[config.mk]
export PLATFORM = sky130hd
export DESIGN_NAME = urxbg_top
export DESIGN_NICKNAME = d
export VERILOG_FILES = /design/src/include/urxbg_pkg.sv /design/src/hdl/urxbg_top.sv
export SDC_FILE = /design/constraint.sdc
export NUM_CORES = 1
export LEC_CHECK = 0
export ABC_AREA = 0
export ABC_CLOCK_PERIOD_IN_PS = 9700
export BUFFER_PORTS_ARGS = -buffer_cell sky130_fd_sc_hd__buf_2
export CELL_PAD_IN_SITES_DETAIL_PLACEMENT = 0
export CELL_PAD_IN_SITES_GLOBAL_PLACEMENT = 2
export CORE_ASPECT_RATIO = 0.75
export CORE_MARGIN = 4
export CORE_UTILIZATION = 36
export CTS_CLUSTER_DIAMETER = 200
export DETAILED_ROUTE_END_ITERATION = 7
export PLACE_DENSITY = 0.84
export SKIP_LAST_GASP = 1
export SYNTH_ARGS = -nofsm -noshare
export SYNTH_HDL_FRONTEND = slang
export SYNTH_SLANG_ARGS = --single-unit
[constraint.sdc]
create_clock -name clk_i -period 9.7 [get_ports clk_i]
set_clock_uncertainty 0.1 [all_clocks]
set_input_delay 1.94 -clock clk_i [delete_from_list [all_inputs] [get_ports clk_i]]
set_output_delay 1.94 -clock clk_i [all_outputs]
set_load 0.005 [all_outputs]
[src/include/urxbg_pkg.sv]
// Constants, types and register map of the receive filter and baud generator
package urxbg_pkg;

    // ------------------------------------------------------------------
    // Widths
    // ------------------------------------------------------------------
    localparam int unsigned URXBG_PRS_W = 3;
    localparam int unsigned URXBG_DIV_W = 12;
    localparam int unsigned URXBG_PRE_W = 7;
    localparam int unsigned URXBG_IDX_W = 22;
    localparam int unsigned URXBG_CHR_W = 9;

    // ------------------------------------------------------------------
    // Register indices (byte address is four times the index)
    // ------------------------------------------------------------------
    localparam logic [21:0] URXBG_IDX_MAIN = 22'h0f_0240;
    localparam logic [21:0] URXBG_IDX_BAUD0 = 22'h0f_0242;
    localparam logic [21:0] URXBG_IDX_BAUD1 = 22'h0f_0262;
    localparam logic [21:0] URXBG_IDX_STAT = 22'h0f_0244;
    localparam logic [21:0] URXBG_IDX_MATCH = 22'h0f_0245;
    localparam logic [21:0] URXBG_IDX_RXD = 22'h0f_0246;
    localparam logic [21:0] URXBG_IDX_TXD = 22'h0f_0247;

    // ------------------------------------------------------------------
    // Reset values and field positions
    // ------------------------------------------------------------------
    localparam logic [15:0] URXBG_BAUD_RST = 16'h0fff;
    localparam logic [9:0] URXBG_MAIN_RST = 10'h000;
    localparam logic [7:0] URXBG_MATCH_RST = 8'h00;
    localparam int unsigned URXBG_PRS_LSB = 13;
    localparam logic [11:0] URXBG_K_MIN = 12'h004;
    localparam logic [1:0] URXBG_MODE_AUTO = 2'b11;
    localparam logic [3:0] URXBG_SEL_HALF = 4'h3;

    // Main control bit positions
    localparam int unsigned URXBG_B_PER = 0;
    localparam int unsigned URXBG_B_TXE = 1;
    localparam int unsigned URXBG_B_RXE = 2;
    localparam int unsigned URXBG_B_MD0 = 3;
    localparam int unsigned URXBG_B_MD1 = 4;
    localparam int unsigned URXBG_B_CL = 5;
    localparam int unsigned URXBG_B_EBE = 6;
    localparam int unsigned URXBG_B_EBC = 7;
    localparam int unsigned URXBG_B_EBL = 8;
    localparam int unsigned URXBG_B_FLB = 9;

    // Status bit positions (write one to clear)
    localparam int unsigned URXBG_S_EBD = 0;
    localparam int unsigned URXBG_S_IDM = 1;
    localparam int unsigned URXBG_S_FE = 2;

    // ------------------------------------------------------------------
    // Types
    // ------------------------------------------------------------------
    typedef enum logic [3:0] {
        URXBG_RX_IDLE = 4'b0001,
        URXBG_RX_START = 4'b0010,
        URXBG_RX_DATA = 4'b0100,
        URXBG_RX_STOP = 4'b1000
    } urxbg_rx_e;

    typedef struct packed {
        logic [2:0] prescale_select;
        logic [11:0] divider_value;
    } urxbg_baud_s;

    typedef struct packed {
        logic sync1;
        logic sync2;
        logic filt_smp;
        logic filt_out;
        logic line_prev;
        logic [6:0] pre_cnt;
        logic [12:0] tx_cnt;
        logic [12:0] rx_cnt;
        urxbg_rx_e rx_state;
        logic [3:0] bit_idx;
        logic [8:0] shift;
        logic [9:0] main;
        urxbg_baud_s baud;
        logic [7:0] match_value;
        logic [8:0] rx_data;
        logic [2:0] flags;
        logic status_irq;
        logic done_irq;
        logic tx_tick;
        logic [8:0] tx_data;
        logic tx_start;
        logic ack;
        logic [31:0] rdat;
    } urxbg_state_s;

endpackage : urxbg_pkg

[src/hdl/urxbg_top.sv]
// Receive filter, expansion-bit receiver and baud rate generator
`timescale 1ns/1ns

module urxbg_top
    import urxbg_pkg::*;
#(
    parameter int unsigned CHANNEL = 0
) (
    input wire logic clk_i,
    input wire logic rst_i,
    input wire logic [23:0] adr_i,
    input wire logic [31:0] dat_i,
    output logic [31:0] dat_o,
    input wire logic we_i,
    input wire logic [3:0] sel_i,
    input wire logic cyc_i,
    input wire logic stb_i,
    output logic ack_o,
    input wire logic serial_input_pin_i,
    input wire logic [11:0] auto_divider_i,
    input wire logic auto_divider_valid_i,
    output logic [8:0] rx_data_o,
    output logic status_irq_o,
    output logic receive_done_irq_o,
    output logic [8:0] tx_data_o,
    output logic tx_start_o,
    output logic tx_bit_tick_o
);

    // ------------------------------------------------------------------
    // State
    // ------------------------------------------------------------------
    localparam logic [21:0] IDX_BAUD =
        (CHANNEL == 0) ? URXBG_IDX_BAUD0 : URXBG_IDX_BAUD1;

    urxbg_state_s s_r;
    urxbg_state_s s_nxt;

    logic en;
    logic txe;
    logic rxe;
    logic auto_md;
    logic ext_md;
    logic ptick;
    logic line;
    logic [6:0] mask;
    logic [11:0] kx;
    logic [12:0] kx2;
    logic [21:0] idx;
    logic req;
    logic [3:0] nbits;
    logic ext_bit;
    logic [7:0] low8;

    // ------------------------------------------------------------------
    // Next state
    // ------------------------------------------------------------------
    always_comb begin
        s_nxt = s_r;
        s_nxt.status_irq = 1'b0;
        s_nxt.done_irq = 1'b0;
        s_nxt.tx_tick = 1'b0;
        s_nxt.tx_start = 1'b0;

        en = s_r.main[URXBG_B_PER];
        txe = s_r.main[URXBG_B_TXE];
        rxe = s_r.main[URXBG_B_RXE];
        auto_md = ({s_r.main[URXBG_B_MD1], s_r.main[URXBG_B_MD0]}
            == URXBG_MODE_AUTO);
        ext_md = s_r.main[URXBG_B_CL] & s_r.main[URXBG_B_EBE];
        nbits = ext_md ? 4'h9 : 4'h8;

        // Synchroniser: first stage feeds only the second
        s_nxt.sync1 = serial_input_pin_i;
        s_nxt.sync2 = s_r.sync1;

        // Prescaler: ticks when its low select bits are all ones
        mask = 7'h7f >> (3'd7 - s_r.baud.prescale_select);
        ptick = en && ((s_r.pre_cnt & mask) == mask);
        s_nxt.pre_cnt = en ? s_r.pre_cnt + 7'h01 : 7'h00;

        // Two equal prescaled samples move the filter output
        if (ptick) begin
            s_nxt.filt_smp = s_r.sync2;
            if (s_r.sync2 == s_r.filt_smp) begin
                s_nxt.filt_out = s_r.sync2;
            end
        end
        line = s_r.main[URXBG_B_FLB] ? s_r.sync2 : s_r.filt_out;
        s_nxt.line_prev = line;

        // Factor k clamped; one bit is 2k ticks
        kx = (s_r.baud.divider_value < URXBG_K_MIN) ? URXBG_K_MIN
            : s_r.baud.divider_value;
        kx2 = {kx, 1'b0};

        // Transmit divider
        if (!en || !txe) begin
            s_nxt.tx_cnt = 13'h0000;
        end else if (ptick) begin
            if (s_r.tx_cnt == kx2 - 13'h0001) begin
                s_nxt.tx_cnt = 13'h0000;
                s_nxt.tx_tick = 1'b1;
            end else begin
                s_nxt.tx_cnt = s_r.tx_cnt + 13'h0001;
            end
        end

        // Register bus; clears happen before receive events so sets win
        idx = adr_i[23:2];
        req = cyc_i & stb_i & ~s_r.ack;
        s_nxt.ack = req;
        if (req) begin
            s_nxt.rdat = 32'h0000_0000;
            unique case (idx)
                URXBG_IDX_MAIN: begin
                    s_nxt.rdat[9:0] = s_r.main;
                    if (we_i) begin
                        s_nxt.main = dat_i[9:0];
                    end
                end
                IDX_BAUD: begin
                    s_nxt.rdat[15:0] = {s_r.baud.prescale_select, 1'b0,
                        s_r.baud.divider_value};
                    // Only a full 16-bit write lands
                    if (we_i && (sel_i[1:0] == URXBG_SEL_HALF[1:0])) begin
                        s_nxt.baud.prescale_select =
                            dat_i[URXBG_PRS_LSB +: 3];
                        if (!auto_md) begin
                            s_nxt.baud.divider_value = dat_i[11:0];
                        end
                    end
                end
                URXBG_IDX_STAT: begin
                    s_nxt.rdat[2:0] = s_r.flags;
                    if (we_i) begin
                        s_nxt.flags = s_r.flags & ~dat_i[2:0];
                    end
                end
                URXBG_IDX_MATCH: begin
                    s_nxt.rdat[7:0] = s_r.match_value;
                    if (we_i) begin
                        s_nxt.match_value = dat_i[7:0];
                    end
                end
                URXBG_IDX_RXD: begin
                    s_nxt.rdat[8:0] = s_r.rx_data;
                end
                URXBG_IDX_TXD: begin
                    s_nxt.rdat[8:0] = s_r.tx_data;
                    if (we_i) begin
                        s_nxt.tx_data = ext_md ? dat_i[8:0]
                            : {1'b0, dat_i[7:0]};
                        s_nxt.tx_start = 1'b1;
                    end
                end
                default: begin
                    s_nxt.rdat = 32'h0000_0000;
                end
            endcase
        end

        // Hardware-measured factor replaces the divider in automatic mode
        if (auto_md && auto_divider_valid_i) begin
            s_nxt.baud.divider_value = auto_divider_i;
        end

        // Received character fields
        ext_bit = s_r.shift[8];
        low8 = ext_md ? s_r.shift[7:0] : s_r.shift[8:1];

        // Receiver
        if (!en || !rxe) begin
            s_nxt.rx_state = URXBG_RX_IDLE;
            s_nxt.rx_cnt = 13'h0000;
        end else begin
            unique case (s_r.rx_state)
                URXBG_RX_IDLE: begin
                    if (s_r.line_prev && !line) begin
                        s_nxt.rx_cnt = 13'h0000;
                        s_nxt.rx_state = URXBG_RX_START;
                    end
                end
                URXBG_RX_START: begin
                    if (ptick) begin
                        s_nxt.rx_cnt = s_r.rx_cnt + 13'h0001;
                        // Mid start bit: a high line was a glitch
                        if (s_r.rx_cnt == {1'b0, kx} - 13'h0001) begin
                            s_nxt.rx_cnt = 13'h0000;
                            s_nxt.bit_idx = 4'h0;
                            s_nxt.rx_state = line ? URXBG_RX_IDLE
                                : URXBG_RX_DATA;
                        end
                    end
                end
                URXBG_RX_DATA: begin
                    if (ptick) begin
                        s_nxt.rx_cnt = s_r.rx_cnt + 13'h0001;
                        if (s_r.rx_cnt == kx2 - 13'h0001) begin
                            s_nxt.rx_cnt = 13'h0000;
                            s_nxt.shift = {line, s_r.shift[8:1]};
                            s_nxt.bit_idx = s_r.bit_idx + 4'h1;
                            if (s_r.bit_idx == nbits - 4'h1) begin
                                s_nxt.rx_state = URXBG_RX_STOP;
                            end
                        end
                    end
                end
                URXBG_RX_STOP: begin
                    if (ptick) begin
                        s_nxt.rx_cnt = s_r.rx_cnt + 13'h0001;
                        if (s_r.rx_cnt == kx2 - 13'h0001) begin
                            s_nxt.rx_cnt = 13'h0000;
                            s_nxt.rx_state = URXBG_RX_IDLE;
                            if (!line) begin
                                // Framing error takes the status path
                                s_nxt.flags[URXBG_S_FE] = 1'b1;
                                s_nxt.status_irq = 1'b1;
                            end else if (!ext_md) begin
                                s_nxt.rx_data = {1'b0, low8};
                                s_nxt.done_irq = 1'b1;
                            end else if (s_r.main[URXBG_B_EBC]) begin
                                if ((ext_bit == s_r.main[URXBG_B_EBL])
                                    && (low8 == s_r.match_value)) begin
                                    s_nxt.rx_data = s_r.shift;
                                    s_nxt.flags[URXBG_S_IDM] = 1'b1;
                                    s_nxt.flags[URXBG_S_EBD] = 1'b1;
                                    s_nxt.status_irq = 1'b1;
                                end
                                // Mismatch leaves everything as is
                            end else begin
                                s_nxt.rx_data = s_r.shift;
                                if (ext_bit == s_r.main[URXBG_B_EBL]) begin
                                    s_nxt.flags[URXBG_S_EBD] = 1'b1;
                                    s_nxt.status_irq = 1'b1;
                                end else begin
                                    s_nxt.done_irq = 1'b1;
                                end
                            end
                        end
                    end
                end
            endcase
        end

        if (rst_i) begin
            s_nxt = '0;
            s_nxt.sync1 = 1'b1;
            s_nxt.sync2 = 1'b1;
            s_nxt.filt_smp = 1'b1;
            s_nxt.filt_out = 1'b1;
            s_nxt.line_prev = 1'b1;
            s_nxt.rx_state = URXBG_RX_IDLE;
            s_nxt.main = URXBG_MAIN_RST;
            s_nxt.match_value = URXBG_MATCH_RST;
            s_nxt.baud = urxbg_baud_s'({URXBG_BAUD_RST[15:13],
                URXBG_BAUD_RST[11:0]});
        end
    end

    // ------------------------------------------------------------------
    // Registers and outputs
    // ------------------------------------------------------------------
    always_ff @(posedge clk_i) begin
        s_r <= s_nxt;
    end

    assign dat_o = s_r.rdat;
    assign ack_o = s_r.ack;
    assign rx_data_o = s_r.rx_data;
    assign status_irq_o = s_r.status_irq;
    assign receive_done_irq_o = s_r.done_irq;
    assign tx_data_o = s_r.tx_data;
    assign tx_start_o = s_r.tx_start;
    assign tx_bit_tick_o = s_r.tx_tick;

endmodule : urxbg_top

# Yosys cells after proc, flatten, opt, wreduce, memory -nomap -nowiden
# Cells that the tools add are included.
# word_totals
output_inout_bits	55
word_cells	165
in_bits	79
ff_bits	130
# classes
n_reduce_logical	33
bitwise	15
magnitude_cmp	1
add_sub_neg	8
n_mux	53
shift	1
eq_ne	30
# op_table
operator	n
$eq 22x20->1 const B	6
$pmux 17 s4	1
$mux 12	5
$mux 30	2
$mux 17	3
$mux 21	2
$eq 13x13->1	3
$mux 9	4
$add 13x1->13 const B	2
$pmux 5 s5	1
$mux 8	3
$mux 20	1
$mux 5	4
$mux 3	6
$pmux 3 s6	1
$ne 2x2->1 const B	8
$mux 13	1
$sub 12x1->13 const B	1
$sub 13x1->13 const B	1
$lt 12x3->1 const B	1
$reduce_and 3->1	4
$reduce_and 4->1	3
$reduce_and 6->1	2
$mux 1	11
37 further kinds	65

# Depth between registers and ports, before layout
# Gate-level depths: netlist (run 1).
# logic_depth
depth_word	13
ltp_mapped	17

# Least setup slack after synthesis (run 1)
# Ideal clock, no wire load.
# synth_path
path_kind	register to register
start	register s_r[68] (netlist bit)
end	register s_r (netlist bit rx_data_o[0])
arrival_time_ns	4.194
setup_time_ns	0.128
n_path_buf	4
synth_period_minus_slack_ns	4.422
setup_slack_ns	5.278
stages_incl_launch_ff	16
path_cell_list	dfxtp_1 buf_2 or4_1 clkbuf_1 o31ai_1 ha_1 buf_2 or3b_1 a2111oi_0 a211oi_1 or4_4 nor4_4 and4bb_1 buf_4 mux2i_1 nor2_1
# synth_via
elab_chain_cells	5
# synth_lines
item	line_no	source
from (decl)	urxbg_top.sv:36	urxbg_state_s s_r;
from (signal assigned)	urxbg_top.sv:265	s_r <= s_nxt;
$lt 12x3->1	urxbg_top.sv:93	kx = (s_r.baud.divider_value < URXBG_K_MIN) ? URXBG_K_MIN
$mux 12 (*)	urxbg_top.sv:93	
$sub 13x1->13 (*)	urxbg_top.sv:212	if (s_r.rx_cnt == kx2 - 13'h0001) begin
$eq 13x13->1 (*)	urxbg_top.sv:212	
$reduce_and 6->1 (no line) (*)	n/a	
# Mark *: on every way between the ends. The rest lies on a longest branch, timed or not.
# A chain may end at the register's enable or synchronous reset.

# Final worst setup path (run 1)
# layout_path
start	register s_r[75] (netlist bit)
end	register s_r[101] (netlist bit)
# layout_via
elab_chain_cells	6
word_cells_on_any_way	9
cone_classes	add/sub (2); order compare (1); eq/ne (4); mux (1); reduce/logical (1)
# layout_lines
item	line_no
$lt 12x3->1	urxbg_top.sv:93
$mux 12 (*)	urxbg_top.sv:93
$sub 13x1->13 or $sub 12x1->13 (tied branches)	urxbg_top.sv:199, urxbg_top.sv:188
$eq 13x13->1, on equally long branches	urxbg_top.sv:199, urxbg_top.sv:188
$ne 2x2->1 (no line)	n/a
$reduce_and 6->1 (no line) (*)	n/a
# Marks and branches as above.

==> flow_summary.yaml, run 1 <==
routing:
  routed_wl_um: 24610
  vias: 7148
  wl_per_cell_um: 18.91
  dr.pass1.iters: 4
  drt-initial-drc-count: 669
  drc: 0
  vias_per_cell: 5.494
  ant_nets: 0
clock_network:
  clock_insertion_delay_worst_skew_ps: 420
  cts_buffer_depth: 2
  cts_resized: 0
  cts.sinks: 129
  cts_tree: "yes"
  root_buffer: "clkbuf_16"
  cts_setup_buffers: 0
  htree_levels: 4
  postCtsHoldBufs: 0
  cts.reportedPaths.clkPinSlew_ps: 60
  numCtsBuffers: 17
floorplan:
  initial_utilization_pct: 36.75
  die_height_um: 135.3
  placement_rows: 46
  floorplan.io_pins: 134
  floorplan.core_area_um2: 21180
  die_w_um: 177.8
  floorplan.die_area_um2: 24060
critical_path:
  timing.critical_path.fanout_max: 18
  capturing_element_type_of_the_critical_path: "flop"
  cp_data_required_time_ps: 9950
  critical_path.slowest_cell: "or4_1"
  setup_crit_start_kind: "flop"
  timing.rr.start: "s_r[75]"
  critPathMaxStageDelay_ps: 810
  cp_data_arrival_time_ps: 6410
  crit_family: "simple AND/OR/NAND/NOR gates"
  critical_path.cell_chain: "or4_1, o31ai_1, ha_1, or3b_1, a2111oi_0, a211oi_1, or4_4, nor4_4, nand3_1, or4b_1, o21ai_1"
  path_class: "reg -> reg"
  critPathLaunch: "s_r[75]"
  critical_path_buf_inv_count: 0
timing:
  setup-tns-final_ps: 0
  max_slew.worst_pin.slew_ps: 1106
  worst_slew_margin_rel_pct: 26.28
  final_worst_slack_ps: 3537
  rsz0062_at_grt: "no"
  min_tclk_post_route_ps: 6163
  hold_slack_ps: 318.3
  timing.final.max_slew_violations: 0
  max_freq_mhz: 162.3
  hold_violations_final: 0
  setup_viol_count_final: 0
  final.period_utilization_pct: 63.54
yosys:
  yosys_most_used_dff: "dfxtp_1"
  syn_area_per_cell_um2: 7.991
  synth.yosys.seq_area_share_pct: 33.18
  synth-edff-count: 0
  syn-cell-area_um2: 7784
  synthesis.yosys.warnings: 0
  yosysUniqueCellTypes: 74
  synth_top_cells_by_area: "dfxtp_1 (33%), mux2i_1 (6.9%), nor2_1 (5.6%)"
  synth.top_cell.area_share_pct: 33.18
  flip_flop_and_latch_count_after_synthesis: 129
  post-synth-top-area-cell: "dfxtp_1"
  async_reset_ff_share_pct: 0
  number_of_standard_cells_after_synthesis: 974
worst_hold_path:
  type_of_the_tightest_min_delay_check: "reg -> reg"
  min_from: "s_r[145]"
power:
  power_mw: 1.299
  ir_drop_mv: 0.1068
  leakage_nw: 3.369
  power_per_cell_area_nw_per_um2: 147.8
final_layout:
  num-fill-cells: 2245
  num_antenna_cells: 0
  syn_to_final_growth_pct: 12.94
  layoutNonFillerInstCount: 1301
  layout_commonest_cell: "dfxtp_1"
  drive_above_1_share_pct: 16.09
  design.final.nets: 1085
  mostFrequentLayoutCells: "dfxtp_1 (129), nor2_1 (116), nand2_1 (100)"
global_routing:
  grt_antenna_before_repair: 0
  grt_start_max_net_pins: 73
  vias_in_the_first_global_route: 6401
  wire_length_of_the_first_global_routing_pass_um: 37870
  groute.usage.overall_pct: 20.26
  grt.overflow.total: 0
place:
  post-dp-hpwl_um: 18340
  gp_congestion: 0.8846
  detailedPlace.worstSlack_ps: 3606
  post-place-cells: 1270
  placement.io_buffers: 95
job:
  max_cap_viols: 0
outcome:
  status: "finished clean"
==> layer usage <==
layer,up-vias,share of wire (%),global-route usage (%)
met2,216,39,26.82
li1,3480,-,-
met3,10,7.0,4.632
met5,-,0,0
met1,3442,54,32.99
met4,0,0.40,3.435
==> path summary, 6_finish.rpt <==
check	endpoint	slack, ps	depth (start not counted)
worst max-delay path	s_r[101]	3540	11
worst min register to register	s_r[144]	320	1
worst min-delay path	s_r[144]	320	1
worst max register to register	s_r[101]	3540	11
==> metrics by stage <==
stage	instance area [um^2]	utilization, %
6_report	8791	41.51
3_3_place_gp	8143	38.45
5_1_grt	8791	41.51
2_1_floorplan	7844	-
4_1_cts	8791	41.51
3_5_place_dp	8143	38.45
==> flip-flops by register name (all words and copies together) (netlist names) <==
signal / count
tx_bit_tick_o: 1
ack_o: 1
receive_done_irq_o: 1
rxe: 1
rx_data_o: 9
tx_start_o: 1
ext_bit: 1
dat_o: 15
status_irq_o: 1
tx_data_o: 9
en: 1
s_r: 88
==> cell type report <==
| class | instances | area (um^2) | share of cell area (%) |
|---|---|---|---|
| timing repair buffer | 107 | 565.5 | 6.433 |
| tap | 288 | 360.3 | 4.099 |
| inverter | 27 | 101.3 | 1.153 |
| clock buffer | 18 | 439.2 | 4.996 |
| clock inverter | 13 | 209.0 | 2.377 |
| sequential | 129 | 2582 | 29.38 |
| multi-input combinational | 719 | 4533 | 51.57 |
==> power breakdown <==
part / internal [mW] / switching (mW) / leakage (nW)
clock network: 0.463 / 0.257 / 0.309
logic: 0.0169 / 0.0283 / 2.02
registers: 0.533 / 0.00140 / 1.04
total: 1.01 / 0.287 / 3.37
==> worst reg2reg max path, cell delays in order, from the launching register on <==
cell and delay [ps]:
dfxtp_1 530, or4_1 810, o31ai_1 650, ha_1 460, or3b_1 610, a2111oi_0 500
a211oi_1 90, or4_4 540, nor4_4 490, nand3_1 590, or4b_1 640, o21ai_1 80
==> synthesized netlist by cell type, types with 6 or more instances <==
master,number
a211oi_1,6
a211o_1,16
inv_1,27
or3_1,7
mux2i_1,54
nand4_1,13
dfxtp_1,129
or2_2,7
o211ai_1,9
nor4_1,15
and3_1,16
a311oi_1,12
nand2b_1,12
xor2_1,16
a22oi_1,12
nand2_1,100
buf_2,6
nor2b_1,8
clkbuf_1,53
a21oi_1,42
nor2_1,116
or4_1,8
nor3_1,16
and2_1,8
a31oi_1,8
a22o_1,8
o21ai_0,23
xnor2_1,33
nand3_1,39
buf_4,51
==> cells by family after synthesis <==
family                   share of synthesized area, %
other                                         0.04818
AO/OA/AOI/OAI                                   17.73
buffers and inverters                           9.404
AND/OR/NAND/NOR                                 25.80
flip-flops                                      33.18
multiplexers                                    7.523
adder cells (fa/ha/maj)                        0.8037
XOR/XNOR                                        5.514
No activity file was read; power rests on OpenSTA's default activity.
==> run 2: changes to the inputs <==
--- a/config.mk
+++ b/config.mk
@@ -6,16 +6,16 @@
 export NUM_CORES = 1
 export LEC_CHECK = 0
 export ABC_AREA = 0
-export ABC_CLOCK_PERIOD_IN_PS = 9700
+export ABC_CLOCK_PERIOD_IN_PS = 5150
 export BUFFER_PORTS_ARGS = -buffer_cell sky130_fd_sc_hd__buf_2
 export CELL_PAD_IN_SITES_DETAIL_PLACEMENT = 0
 export CELL_PAD_IN_SITES_GLOBAL_PLACEMENT = 2
 export CORE_ASPECT_RATIO = 0.75
 export CORE_MARGIN = 4
-export CORE_UTILIZATION = 36
+export CORE_UTILIZATION = 30
 export CTS_CLUSTER_DIAMETER = 200
 export DETAILED_ROUTE_END_ITERATION = 7
-export PLACE_DENSITY = 0.84
+export PLACE_DENSITY = 0.74
 export SKIP_LAST_GASP = 1
 export SYNTH_ARGS = -nofsm -noshare
 export SYNTH_HDL_FRONTEND = slang
==> constraint.sdc (replaced) <==
create_clock -name clk_i -period 5.15 [get_ports clk_i]
set_clock_uncertainty 0.1 [all_clocks]
set_input_delay 1.03 -clock clk_i [delete_from_list [all_inputs] [get_ports clk_i]]
set_output_delay 1.03 -clock clk_i [all_outputs]
set_load 0.005 [all_outputs]
==> flow_summary.yaml, run 2 (synthesis results as in run 1) <==
timing:
  hold_violations_final: 0
  worst_slew_margin_rel_pct: 29.08
  setup-tns-final_ps: 0
  setup_viol_count_final: 0
  final.period_utilization_pct: 89.69
  min_tclk_post_route_ps: 4619
  max_slew.worst_pin.slew_ps: 1064
  max_freq_mhz: 216.5
  timing.final.max_slew_violations: 0
  rsz0062_at_grt: "no"
routing:
  ant_nets: 0
  vias_per_cell: 5.211
  wl_per_cell_um: 18.95
  vias: 7139
  routed_wl_um: 25960
  drt-initial-drc-count: 577
  dr.pass1.iters: 5
  drc: 0
final_layout:
  design.final.nets: 1105
  layout_commonest_cell: "dfxtp_1"
  drive_above_1_share_pct: 17.44
  mostFrequentLayoutCells: "dfxtp_1 (129), nor2_1 (116), nand2_1 (100)"
  largest_register_ff_count: 88
  syn_to_final_growth_pct: 14.32
  num_antenna_cells: 0
  largest_register: "s_r"
clock_network:
  htree_levels: 4
  cts_setup_buffers: 0
  cts.sinks: 129
  root_buffer: "clkbuf_16"
  cts_buffer_depth: 2
  cts_tree: "yes"
  cts_resized: 0
  clock_insertion_delay_worst_skew_ps: 420
  postCtsHoldBufs: 0
  cts.reportedPaths.clkPinSlew_ps: 60
  numCtsBuffers: 17
critical_path:
  capturing_element_type_of_the_critical_path: "flop"
  critical_path.slowest_cell: "or4_1"
  setup_crit_start_kind: "flop"
  critPathMaxStageDelay_ps: 590
  cp_data_arrival_time_ps: 4790
  path_class: "reg -> reg"
  timing.critical_path.fanout_max: 9
  critical_path_buf_inv_count: 1
  cp_data_required_time_ps: 5320
  crit_family: "simple AND/OR/NAND/NOR gates"
  critical_path.cell_chain: "or4_1, o31ai_1, ha_1, or3b_1, a2111oi_0, a211oi_1, or4_4, nor4_4, and4bb_1, buf_4, mux2i_1, nor2b_1"
floorplan:
  floorplan.io_pins: 134
  placement_rows: 50
  initial_utilization_pct: 30.80
  die_height_um: 147.5
  die_w_um: 194.0
  floorplan.die_area_um2: 28610
  floorplan.core_area_um2: 25270
global_routing:
  groute.usage.overall_pct: 17.76
  vias_in_the_first_global_route: 6486
  wire_length_of_the_first_global_routing_pass_um: 39740
  grt_antenna_before_repair: 0
  grt_start_max_net_pins: 84
  grt.overflow.total: 0
power:
  power_mw: 2.221
  share_of_power_burned_in_combinational_logic_pct: 3.8
  power_per_cell_area_nw_per_um2: 249.5
  p_clk_share_pct: 50.8
  sw_frac_of_total_pct: 22.59
  relative_contribution_of_sequential_cells_to_total_power_pct: 45.3
  cellInternalPower_mw: 1.719
  ir_drop_mv: 0.2235
  power.switching_mw: 0.5016
  leakage_nw: 3.421
job:
  max_cap_viols: 0
place:
  post-dp-hpwl_um: 19520
  placement.io_buffers: 95
  gp_congestion: 0.8820
outcome:
  status: "finished clean"
worst_hold_path:
  type_of_the_tightest_min_delay_check: "reg -> reg"
-- run 2: cell count changes in the layout (fill, tap and decap cells not counted), moves of 2 or more --
cell / delta
buf_4: +20
bufinv_16: -5
clkbuf_1: +2
clkbuf_8: +5
clkinv_2: +2
clkinvlp_4: -2
inv_6: -2
-- run 2: layout make-up --
cell class	instances	area, um^2
inverter	27	101.3
tap	338	422.9
sequential	129	2582
clock buffer	25	515.5
fill	2682	16380
clock inverter	5	27.53
multi-input combinational	719	4533
timing repair buffer	127	715.7
-- run 2: worst reg2reg max path: cells and delay by family (launching register included) --
family / cells / cell delay (ps)
AOI/OAI and AO/OA: 3 / 890
adders and majority gates: 1 / 230
buffers and inverters: 1 / 240
DFF: 1 / 390
muxes: 1 / 110
and+or+nand+nor: 6 / 2520
-- run 2: final timing paths --
kind / start / cells after the start / slack (ps) / to
setup / recovery: s_r[68] / 12 / 530 / rx_data_o[3]
hold / removal: s_r[145] / 1 / 320 / s_r[144]
setup reg to reg: s_r[68] / 12 / 530 / rx_data_o[3]
hold reg to reg: s_r[145] / 1 / 320 / s_r[144]
-- run 2: per-layer routing --
metal	GRT usage [%]	wire, um	up-vias	share of wire (%)
met5	0	0	-	0
met4	3.233	164	0	0.63
met3	4.010	1662	14	6.4
met2	22.94	9934	211	38
met1	29.27	14200	3407	55
li1	-	-	3507	-
-- run 2: per-stage QoR --
step,cell area [um^2],cells,utilization [%],hold slack [ps],worst slack (ps)
after floorplan,7844,990,-,289.5,728.0
after CTS,8899,1370,35.21,320.5,568.1
after global routing,8899,1370,35.21,353.6,260.6
final,8899,1370,35.21,322.3,530.8
after detailed placement,8356,1340,33.06,307.0,588.6
after global placement,8356,1340,33.06,307.6,556.7
-- run 2: power by group through the flow --
stage          registers, mW  clock network, mW  logic (mW)
3_3_place_gp            1.03                  0      0.0849
6_report                1.01               1.13      0.0854
2_1_floorplan           1.03                  0      0.0536
4_1_cts                 1.01               1.15      0.0850
3_5_place_dp            1.03                  0      0.0849
5_1_grt                 1.01               1.20      0.0936
==> run 3: changes to the inputs <==
--- a/config.mk
+++ b/config.mk
@@ -7,14 +7,14 @@
 export LEC_CHECK = 0
 export ABC_AREA = 0
 export ABC_CLOCK_PERIOD_IN_PS = 5150
-export BUFFER_PORTS_ARGS = -buffer_cell sky130_fd_sc_hd__buf_2
 export CELL_PAD_IN_SITES_DETAIL_PLACEMENT = 0
 export CELL_PAD_IN_SITES_GLOBAL_PLACEMENT = 2
 export CORE_ASPECT_RATIO = 0.75
 export CORE_MARGIN = 4
-export CORE_UTILIZATION = 30
+export CORE_UTILIZATION = 34
 export CTS_CLUSTER_DIAMETER = 200
 export DETAILED_ROUTE_END_ITERATION = 7
+export DONT_BUFFER_PORTS = 1
 export PLACE_DENSITY = 0.74
 export SKIP_LAST_GASP = 1
 export SYNTH_ARGS = -nofsm -noshare
==> flow_summary.yaml, run 3 (synthesis results as in run 1) <==
final_layout:
  layout_commonest_cell: "dfxtp_1"
  largest_register: "s_r"
  largest_register_ff_count: 88
  mostFrequentLayoutCells: "dfxtp_1 (129), nor2_1 (116), nand2_1 (100)"
  num-fill-cells: 2335
  multiInputGateArea_um2: 4539
  seq_area_um2: 2582
  num_antenna_cells: 0
  design.final.nets: 1005
  drive_above_1_share_pct: 8.369
  syn_to_final_growth_pct: 7.073
  final_core_utilization_pct: 37.39
floorplan:
  floorplan.core_area_um2: 22290
  die_w_um: 182.7
  initial_utilization_pct: 34.92
  floorplan.io_pins: 134
  floorplan.die_area_um2: 25400
  die_height_um: 139.0
  placement_rows: 47
global_routing:
  wire_length_of_the_first_global_routing_pass_um: 38400
  vias_in_the_first_global_route: 6322
  grt_most_used_layer: "met1"
  grt.overflow.total: 0
  grt_start_max_net_pins: 98
  grt_antenna_before_repair: 0
  groute.usage.overall_pct: 19.36
  use_met3_pct: 4.798
  grt_use_met2_pct: 24.32
  grtUsageMet1_pct: 32.24
clock_network:
  cts.reportedPaths.clkPinSlew_ps: 60
  numCtsBuffers: 17
  htree_levels: 4
  root_buffer: "clkbuf_16"
  cts_resized: 0
  postCtsHoldBufs: 0
  cts_tree: "yes"
  clock_insertion_delay_worst_skew_ps: 430
  cts.sinks: 129
  cts_setup_buffers: 0
  cts_buffer_depth: 2
place:
  placement.io_buffers: 0
  post-dp-hpwl_um: 18370
  gp_congestion: 0.8779
routing:
  drt-initial-drc-count: 633
  ant_nets: 0
  vias_per_cell: 5.633
  dr.pass1.iters: 5
  vias: 6906
  drc: 0
  wl_per_cell_um: 20.38
  routed_wl_um: 24980
outcome:
  status: "finished clean"
timing:
  final.period_utilization_pct: 87.90
  worst_slew_margin_rel_pct: 24.92
  max_slew.worst_pin.slew_ps: 1126
  max_freq_mhz: 220.9
  min_tclk_post_route_ps: 4527
  setup-tns-final_ps: 0
  timing.final.max_slew_violations: 0
  hold_slack_ps: 317.6
  rsz0062_at_grt: "no"
  hold_violations_final: 0
  setup_viol_count_final: 0
job:
  max_cap_viols: 0
power:
  leakage_nw: 2.953
  power_per_cell_area_nw_per_um2: 261.1
  ir_drop_mv: 0.2011
critical_path:
  r2r_slack_ps: 620
  capturing_element_type_of_the_critical_path: "flop"
  setup_crit_start_kind: "flop"
  path_class: "reg -> reg"
  timing.critical_path.fanout_max: 14
  cp_data_arrival_time_ps: 4790
  cp_data_required_time_ps: 5420
worst_hold_path:
  type_of_the_tightest_min_delay_check: "reg -> reg"
==> run 3: changes by cell type in the layout (fill, tap and decap cells not counted), sizes merged <==
cell / previous run / this run
buf: 127 / 27
bufinv: 0 / 1
clkinv: 4 / 2
clkinvlp: 1 / 2
==> run 3: cell type report <==
type	count	area share, %
multi-input combinational	719	54.47
sequential	129	30.99
clock buffer	25	5.825
tap	294	4.414
timing repair buffer	27	2.432
inverter	27	1.216
clock inverter	5	0.6606
==> run 3: final timing paths <==
kind | start | to | cells past startpoint
max | s_r[72] | rx_data_o[3] | 12
min | s_r[145] | s_r[144] | 1
max reg2reg | s_r[72] | rx_data_o[3] | 12
min reg2reg | s_r[145] | s_r[144] | 1
==> run 3: critical path, stage by stage (launching register included) <==
cell,delay [ps]
dfxtp_1,470
or2_2,410
o31ai_1,380
ha_1,240
or3b_1,390
a2111oi_0,420
a211oi_1,130
or4_4,540
nor4_4,540
and4bb_1,270
buf_4,230
mux2i_1,190
nor2b_1,130
==> run 3: through the flow <==
| stage | instance area (um^2) | setup WS [ps] | std cells | power [mW] |
|---|---|---|---|---|
| 3_3_place_gp | 7794 | 656.0 | 1196 | 1.065 |
| 3_5_place_dp | 7794 | 713.2 | 1196 | 1.065 |
| 4_1_cts | 8334 | 664.9 | 1226 | 2.200 |
| 5_1_grt | 8334 | 300.2 | 1226 | 2.252 |
| 6_report | 8334 | 623.0 | 1226 | 2.176 |
| 2_1_floorplan | 7844 | 728.0 | 990 | 1.081 |
==> run 3: where the power goes <==
| group | switching (mW) | leakage, nW | internal [mW] |
|---|---|---|---|
| registers | 0.00434 | 1.04 | 1.00 |
| logic | 0.0222 | 1.65 | 0.0135 |
| clock network | 0.437 | 0.259 | 0.694 |
| total | 0.464 | 2.95 | 1.71 |
==> run 3: per-layer routing <==
layer  routed length (um)  vias to the layer above  share of wire (%)
li1                     -                     3294                  -
met1                13570                     3367                 54
met2                 9553                      236                 38
met3                 1735                        9                6.9
met4                  121                        0               0.48
met5                    0                        -                  0
